[config.mk]
export PLATFORM = sky130hd
export DESIGN_NAME = rss_alu
export DESIGN_NICKNAME = d
export VERILOG_FILES = /design/src/rss_pkg.sv /design/src/rss_res_if.sv /design/src/rss_adder.sv /design/src/rss_decode.sv /design/src/rss_alu.sv
export SDC_FILE = /design/constraint.sdc
export NUM_CORES = 1
export LEC_CHECK = 0
export BUFFER_PORTS_ARGS = -buffer_cell sky130_fd_sc_hd__buf_2
export CAP_MARGIN = 20
export CORE_MARGIN = 5
export CORE_UTILIZATION = 60
export CTS_CLUSTER_DIAMETER = 120
export DETAILED_ROUTE_END_ITERATION = 10
export PLACE_DENSITY = 0.87
export SYNTH_ARGS = -nofsm -noshare
export SYNTH_HDL_FRONTEND = slang
export SYNTH_SLANG_ARGS = --single-unit
[constraint.sdc]
create_clock -name clk_i -period 5.5 [get_ports clk_i]
set_clock_uncertainty 0.05 [all_clocks]
set_input_delay 0.275 -clock clk_i [delete_from_list [all_inputs] [get_ports clk_i]]
set_output_delay 0.275 -clock clk_i [all_outputs]
set_load 0.005 [all_outputs]
[src/rss_pkg.sv]
// shared constants and operation codes for the rotate/subtract/skip datapath
package rss_pkg;
   localparam int DATA_W = 8;
   localparam int MSB = 7;
   localparam int LSB = 0;
   localparam int BITSEL_W = 3;
   localparam logic [7:0] ALL_ONES = 8'hff;
   localparam logic [7:0] ZERO_BYTE = 8'h00;
   localparam logic [7:0] ONE_BYTE = 8'h01;
   localparam int NIB_MSB = 3;
   localparam logic [1:0] SKIP_CYCLES = 2'h2;

   typedef enum logic [3:0] {
      RSS_OP_NONE = 4'h0,
      RSS_OP_ROTATE_LEFT_MEM = 4'h1,
      RSS_OP_ROTATE_LEFT_THRU_CARRY_MEM = 4'h2,
      RSS_OP_ROTATE_RIGHT_MEM = 4'h3,
      RSS_OP_ROTATE_RIGHT_VIA_FLAG_MEM = 4'h4,
      RSS_OP_MINUS_MEM_BORROW = 4'h5,
      RSS_OP_MINUS_MEM = 4'h6,
      RSS_OP_DEC_SKIP_NIL = 4'h7,
      RSS_OP_INC_SKIP_NIL = 4'h8,
      RSS_OP_BIT_ONE_SKIP = 4'h9,
      RSS_OP_SET_BYTE = 4'ha,
      RSS_OP_SET_BIT = 4'hb
   } rss_op_type;

   typedef enum logic [1:0] {
      RSS_ST_EXEC = 2'b00,
      RSS_ST_DUMMY = 2'b01
   } rss_state_type;
endpackage : rss_pkg

[src/rss_res_if.sv]
// result and flag bundle between the operation decoder and the main datapath
`timescale 1ns/100ps
interface rss_res_if;
   logic [7:0] result;
   logic wr_mem;
   logic wr_acc;
   logic upd_carry;
   logic upd_arith;
   logic carry;
   logic ovf;
   logic zero;
   logic nib_carry;
   logic skip;
   modport prod (output result, wr_mem, wr_acc, upd_carry, upd_arith, carry, ovf, zero, nib_carry, skip);
   modport cons (input result, wr_mem, wr_acc, upd_carry, upd_arith, carry, ovf, zero, nib_carry, skip);
endinterface : rss_res_if

[src/rss_adder.sv]
// 8-bit adder producing carry, nibble carry and signed-range overflow
`timescale 1ns/100ps
module rss_adder #(
   parameter int W = 8
) (
   input wire logic [W-1:0] a_i,
   input wire logic [W-1:0] b_i,
   input wire logic cin_i,
   output logic [W-1:0] sum_o,
   output logic cout_o,
   output logic nib_o,
   output logic ovf_o
);
   wire [W:0] full_sum = {1'b0, a_i} + {1'b0, b_i} + {{W{1'b0}}, cin_i};
   wire [4:0] low_sum = {1'b0, a_i[rss_pkg::NIB_MSB:0]} + {1'b0, b_i[rss_pkg::NIB_MSB:0]} + {4'h0, cin_i};
   // overflow: operands share a sign that the result does not
   assign sum_o = full_sum[W-1:0];
   assign cout_o = full_sum[W];
   assign nib_o = low_sum[4];
   assign ovf_o = (a_i[W-1] == b_i[W-1]) && (sum_o[W-1] != a_i[W-1]);
endmodule : rss_adder

[src/rss_decode.sv]
// per-operation result, destination and flag selection
`timescale 1ns/100ps
module rss_decode (
   input wire rss_pkg::rss_op_type op_i,
   input wire logic to_acc_i,
   input wire logic [7:0] mem_i,
   input wire logic [7:0] acc_i,
   input wire logic carry_i,
   input wire logic [2:0] bit_sel_i,
   rss_res_if.prod res
);
   logic [7:0] sum;
   logic cout;
   logic nib;
   logic ovf;
   logic [7:0] bit_mask;
   wire sub_cin = (op_i == rss_pkg::RSS_OP_MINUS_MEM) ? 1'b1 : carry_i;
   wire [7:0] dec_val = mem_i - rss_pkg::ONE_BYTE;
   wire [7:0] inc_val = mem_i + rss_pkg::ONE_BYTE;

   rss_adder #(.W(rss_pkg::DATA_W)) u_add (
      .a_i(acc_i),
      .b_i(~mem_i),
      .cin_i(sub_cin),
      .sum_o(sum),
      .cout_o(cout),
      .nib_o(nib),
      .ovf_o(ovf)
   );

   genvar g;
   for (g = 0; g < rss_pkg::DATA_W; g++) begin : g_mask
      assign bit_mask[g] = (bit_sel_i == 3'(g));
   end

   always_comb begin
      res.result = mem_i;
      res.wr_mem = 1'b0;
      res.wr_acc = 1'b0;
      res.upd_carry = 1'b0;
      res.upd_arith = 1'b0;
      res.carry = carry_i;
      res.ovf = ovf;
      res.zero = (sum == rss_pkg::ZERO_BYTE);
      res.nib_carry = nib;
      res.skip = 1'b0;
      unique case (op_i)
         rss_pkg::RSS_OP_ROTATE_LEFT_MEM: begin
            res.result = {mem_i[rss_pkg::MSB-1:0], mem_i[rss_pkg::MSB]};
            res.wr_mem = ~to_acc_i;
            res.wr_acc = to_acc_i;
         end
         rss_pkg::RSS_OP_ROTATE_LEFT_THRU_CARRY_MEM: begin
            res.result = {mem_i[rss_pkg::MSB-1:0], carry_i};
            res.carry = mem_i[rss_pkg::MSB];
            res.upd_carry = 1'b1;
            res.wr_mem = ~to_acc_i;
            res.wr_acc = to_acc_i;
         end
         rss_pkg::RSS_OP_ROTATE_RIGHT_MEM: begin
            res.result = {mem_i[rss_pkg::LSB], mem_i[rss_pkg::MSB:1]};
            res.wr_mem = ~to_acc_i;
            res.wr_acc = to_acc_i;
         end
         rss_pkg::RSS_OP_ROTATE_RIGHT_VIA_FLAG_MEM: begin
            res.result = {carry_i, mem_i[rss_pkg::MSB:1]};
            res.carry = mem_i[rss_pkg::LSB];
            res.upd_carry = 1'b1;
            res.wr_mem = ~to_acc_i;
            res.wr_acc = to_acc_i;
         end
         rss_pkg::RSS_OP_MINUS_MEM_BORROW: begin
            res.result = sum;
            res.carry = cout;
            res.upd_carry = 1'b1;
            res.upd_arith = 1'b1;
            res.wr_mem = ~to_acc_i;
            res.wr_acc = to_acc_i;
         end
         rss_pkg::RSS_OP_MINUS_MEM: begin
            // always lands in the accumulator; memory form is not covered here
            res.result = sum;
            res.carry = cout;
            res.upd_carry = 1'b1;
            res.upd_arith = 1'b1;
            res.wr_acc = 1'b1;
         end
         rss_pkg::RSS_OP_DEC_SKIP_NIL: begin
            res.result = dec_val;
            res.skip = (dec_val == rss_pkg::ZERO_BYTE);
            res.wr_mem = ~to_acc_i;
            res.wr_acc = to_acc_i;
         end
         rss_pkg::RSS_OP_INC_SKIP_NIL: begin
            res.result = inc_val;
            res.skip = (inc_val == rss_pkg::ZERO_BYTE);
            res.wr_mem = ~to_acc_i;
            res.wr_acc = to_acc_i;
         end
         rss_pkg::RSS_OP_BIT_ONE_SKIP: begin
            res.skip = |(mem_i & bit_mask);
         end
         rss_pkg::RSS_OP_SET_BYTE: begin
            res.result = rss_pkg::ALL_ONES;
            res.wr_mem = 1'b1;
         end
         rss_pkg::RSS_OP_SET_BIT: begin
            res.result = mem_i | bit_mask;
            res.wr_mem = 1'b1;
         end
         default: begin
            res.result = mem_i;
         end
      endcase
   end
endmodule : rss_decode

[src/rss_alu.sv]
// rotate, subtract, skip and set execution datapath of the 8-bit core
`timescale 1ns/100ps
module rss_alu (
   input wire logic clk_i,
   input wire logic rstn_i,
   input wire logic exec_i,
   input wire rss_pkg::rss_op_type op_i,
   input wire logic to_acc_i,
   input wire logic [7:0] mem_rdata_i,
   input wire logic [7:0] mem_addr_i,
   input wire logic [2:0] bit_sel_i,
   output logic [7:0] acc_o,
   output logic carry_o,
   output logic signed_range_flag_o,
   output logic zero_o,
   output logic nibble_carry_flag_o,
   output logic mem_we_o,
   output logic [7:0] mem_addr_o,
   output logic [7:0] mem_wdata_o,
   output logic discard_fetch_o,
   output logic busy_o,
   output logic done_o
);
   rss_res_if res ();

   logic [7:0] acc_q, acc_d;
   logic c_q, c_d, ov_q, ov_d, z_q, z_d, ac_q, ac_d;
   logic we_q, discard_q, busy_q, done_q;
   logic [7:0] waddr_q, wdata_q;
   rss_pkg::rss_state_type st_q, st_d;

   rss_decode u_dec (
      .op_i(op_i),
      .to_acc_i(to_acc_i),
      .mem_i(mem_rdata_i),
      .acc_i(acc_q),
      .carry_i(c_q),
      .bit_sel_i(bit_sel_i),
      .res(res)
   );

   // instructions arriving during the dummy cycle are ignored: the sequencer stalls
   wire take = exec_i && (st_q == rss_pkg::RSS_ST_EXEC);
   wire do_skip = take && res.skip;
   assign acc_d = (take && res.wr_acc) ? res.result : acc_q;
   assign c_d = (take && res.upd_carry) ? res.carry : c_q;
   assign ov_d = (take && res.upd_arith) ? res.ovf : ov_q;
   assign z_d = (take && res.upd_arith) ? res.zero : z_q;
   assign ac_d = (take && res.upd_arith) ? res.nib_carry : ac_q;
   assign st_d = do_skip ? rss_pkg::RSS_ST_DUMMY : rss_pkg::RSS_ST_EXEC;

   always_ff @(posedge clk_i) begin
      if (!rstn_i) begin
         acc_q <= rss_pkg::ZERO_BYTE;
         {c_q, ov_q, z_q, ac_q} <= 4'h0;
      end else begin
         acc_q <= acc_d;
         {c_q, ov_q, z_q, ac_q} <= {c_d, ov_d, z_d, ac_d};
      end
   end

   always_ff @(posedge clk_i) begin
      if (!rstn_i) begin
         st_q <= rss_pkg::RSS_ST_EXEC;
         we_q <= 1'b0;
         waddr_q <= rss_pkg::ZERO_BYTE;
         wdata_q <= rss_pkg::ZERO_BYTE;
         discard_q <= 1'b0;
         busy_q <= 1'b0;
         done_q <= 1'b0;
      end else begin
         st_q <= st_d;
         we_q <= take && res.wr_mem;
         waddr_q <= take ? mem_addr_i : waddr_q;
         wdata_q <= take ? res.result : wdata_q;
         discard_q <= do_skip;
         busy_q <= do_skip;
         done_q <= take;
      end
   end

   assign acc_o = acc_q;
   assign carry_o = c_q;
   assign signed_range_flag_o = ov_q;
   assign zero_o = z_q;
   assign nibble_carry_flag_o = ac_q;
   assign mem_we_o = we_q;
   assign mem_addr_o = waddr_q;
   assign mem_wdata_o = wdata_q;
   assign discard_fetch_o = discard_q;
   assign busy_o = busy_q;
   assign done_o = done_q;
endmodule : rss_alu

==> run_results.csv <==
group,metric,value,unit
layout,fill_cells,394,
placed_design,gp_congestion,0.981,
cts,ctsResizeCount,0,
global_route,overflow,0,
cts,htree_levels,2,
critical_path,worst-endpoint-required,5610,ps
sta,fmax,338,MHz
synthesis,async_flop_share,0,%
route,top_layer,"met4",
sta,worst_pin_slew,842,ps
placed_design,place_hpwl,6330,um
synthesis,synthTopCellsByCount,"nand2_1, o21ai_0, dfxtp_1",
synthesis,seq_area_frac_synth,22.2,%
sta,finalSetupTns,0,ps
route,routed_wl,8940,um
synthesis,yosys_warnings,0,
cts,root_buffer,"clkbuf_8",
sta,final_hold_viol_count,0,
synthesis,syn_inst,380,
critical_path,crit_path_max_fanout,32,
layout,post-route-util,70.2,%
global_route,grt_max_degree,33,
critical_path,crit_cells,12,
cts,cts_buffers,5,
layout,antennaDiodeCount,0,
power_and_ir_drop,p_leak,1.29,nW
power_and_ir_drop,power_density,219,nW/um^2
route,wl_met2,4030,um
power_and_ir_drop,vdd_drop_max,190,uV
global_route,antenna_found_initial,0,
critical_path,cpLargestDelayFamily,"compound AO/OA/AOI/OAI gates",
synthesis,dominantRegCellSynth,"dfxtp_1",
cts,cts_sinks,31,
sta,fin_crit,2960,ps
sta,setup_viol,0,
cts,cts_setup_buffers,0,
critical_path,crit_path_end_kind,"flop",
critical_path,crit_path_start_kind,"input pin",
critical_path,arrival,3070,ps
floorplan,core,4440,um^2
cts,clkSlewWorstSetupHoldPaths,70,ps
min_path,whs_path_depth,3,
sta,finalCritPeriodShare,53.8,%
route,drc_errors,0,
synthesis,synth.most_common_cell,"nand2_1",
critical_path,cpPeakStageDelay,410,ps
synthesis,synth_area_per_cell,7.37,um^2
synthesis,yosysTopAreaCellShare,22.2,%
synthesis,synth.distinct_cells,68,
layout,drive_gt1_share,19.2,%
floorplan,pin_count,59,
sta,drv_slew,0,
placed_design,portBuffers,58,
route,wl_per_cell,19.1,um
synthesis,yosys.area.top_type,"dfxtp_1",
global_route,grtUsageTotal,29.0,%
critical_path,worst-path-buf-inv,2,
synthesis,synth_fp_nets,420,
global_route,grt_pass1_wl,14400,um
critical_path,worst-r2r-cell-count,10,
floorplan,start_util,63.0,%
layout,area.sequential,621,um^2
floorplan,die_height,78.3,um
cts,clkLatencyLatePin,280,ps
critical_path,cpMaxStageDelayCell,"buf_2",
floorplan,dieArea,6130,um^2
synthesis,synth_edf_count,0,
global_route,grt_pass1_vias,2898,
min_path,hp-class,"input pin to flop",
route,drtIter0Drc,547,
sta,grt_setup_unrepaired,"false",
sta,slew_headroom,43.7,%
floorplan,fp.dieW,78.3,um
layout,nNetsFinal,455,
synthesis,synth_top_cells_by_area,"dfxtp_1, o21ai_0, nand2_1, ha_1, a21oi_1",
synthesis,synth_area,2800,um^2
synthesis,yosys_register_bits,31,
cts,clockBufferDepth,2,
layout,area_delta_synth_final,11.4,%
floorplan,rows,24,
cts,cts_tree,"built",
route,vias_per_cell,6.77,
run_status,status,"finished, final reports clean",
route,vias,3168,
critical_path,path_cells,"buf_2 -> nor2b_1 -> a21oi_1 -> fa_1 -> inv_1 -> fa_1 -> a211oi_1 -> o21bai_1 -> a21oi_1 -> xor2_1 -> o2111a_1 -> o21ai_0",
run,drv_cap,0,
route,drtPass1Iterations,6,
critical_path,worstSetupPathType,"input pin to flop",
layout,multi_input_area,1960,um^2
route,drt-met1-wl,3560,um
route,routed-wl-met3,967,um
route,final_antenna_net_count,0,
cts,cts_hold_buf,0,
-- cells in the final DEF, fill, tap and decap left out, types with 3 or more instances in the layout --
| cell type | instances |
|---|---|
| a21o_1 | 4 |
| nand2b_1 | 9 |
| nor3_1 | 10 |
| nor2b_1 | 8 |
| ha_1 | 11 |
| inv_1 | 12 |
| clkbuf_8 | 6 |
| dfxtp_1 | 31 |
| a21boi_0 | 9 |
| xor2_1 | 5 |
| a21oi_1 | 23 |
| and3_1 | 4 |
| mux2i_1 | 3 |
| buf_2 | 58 |
| a31oi_1 | 4 |
| o22a_1 | 3 |
| xnor2_1 | 9 |
| a22oi_1 | 4 |
| o21a_1 | 5 |
| nand3_1 | 21 |
| nor3b_1 | 6 |
| nand2_1 | 37 |
| a221oi_1 | 4 |
| o21ai_0 | 36 |
| o22ai_1 | 7 |
| a211oi_1 | 4 |
| nand4_1 | 4 |
| o211ai_1 | 3 |
| nor2_1 | 22 |
-- per-stage QoR --
step | hold slack, ps | instance area (um^2) | std cells | setup WS (ps) | power (mW)
global route | 181 | 3120 | 468 | 2310 | 0.712
floorplan | 370 | 2800 | 380 | 2950 | 0.387
global placement | 398 | 3000 | 460 | 2510 | 0.439
finish | 183 | 3120 | 468 | 2540 | 0.682
detailed placement | 404 | 3000 | 460 | 2420 | 0.443
CTS | 186 | 3120 | 468 | 2620 | 0.676
-- cell families (layout without fill, tap and decap cells) --
family | Yosys count | in the layout | share of synthesized area (%)
buffers and inverters | 46 | 82 | 7.77
multiplexers | 5 | 5 | 1.88
flip-flops | 31 | 31 | 22.2
adder cells (fa/ha/maj) | 14 | 14 | 6.70
XOR/XNOR | 14 | 14 | 4.38
AND/OR/NAND/NOR | 138 | 138 | 25.6
AO/OA/AOI/OAI | 132 | 132 | 31.5
-- power by group --
part           internal, mW  switching [mW]  total [mW]
clock network         0.147          0.0888       0.235
logic                0.0754           0.124       0.200
registers             0.238         0.00812       0.247
-- final cells by class --
cell class	instances	share of cell area, %
clock inverters	2	1.12
flip-flops and latches	31	19.9
repair buffers	59	9.55
multi-input cells	303	62.9
clock buffers	6	2.65
well taps	52	2.09
inverters	15	1.81
-- final timing paths --
check / slack [ps] / endpoint / startpoint
worst min register to register: 410 / mem_addr_o[1] / mem_addr_o[1]
worst max register to register: 2840 / mem_wdata_o[6] / carry_o
worst min-delay path: 180 / mem_addr_o[5] / mem_addr_i[5]
worst max-delay path: 2540 / mem_wdata_o[6] / op_i[3]
-- flip-flops by register name (all words and copies together) (netlist names) --
signal and flops:
acc_o 8, busy_o 1, carry_o 1, done_o 1, mem_addr_o 8, mem_wdata_o 8
mem_we_o 1, nibble_carry_flag_o 1, signed_range_flag_o 1, zero_o 1
-- routing by layer --
layer  vias to the layer above  GRT usage, %
li1                       1463             -
met1                      1431          37.2
met2                       223          46.1
met3                        51          6.98
met4                         0          13.6
met5                         -             0
-- worst register-to-register path, delay by kind of cell (launching register included) --
family / cells / cell delay [ps]
AO/OA/AOI/OAI: 6 / 1240
flip-flops: 1 / 350
XOR/XNOR: 1 / 220
buffers and inverters: 1 / 50
adder cells (fa/ha/maj): 2 / 610
Power figures use the tool's default switching activity.
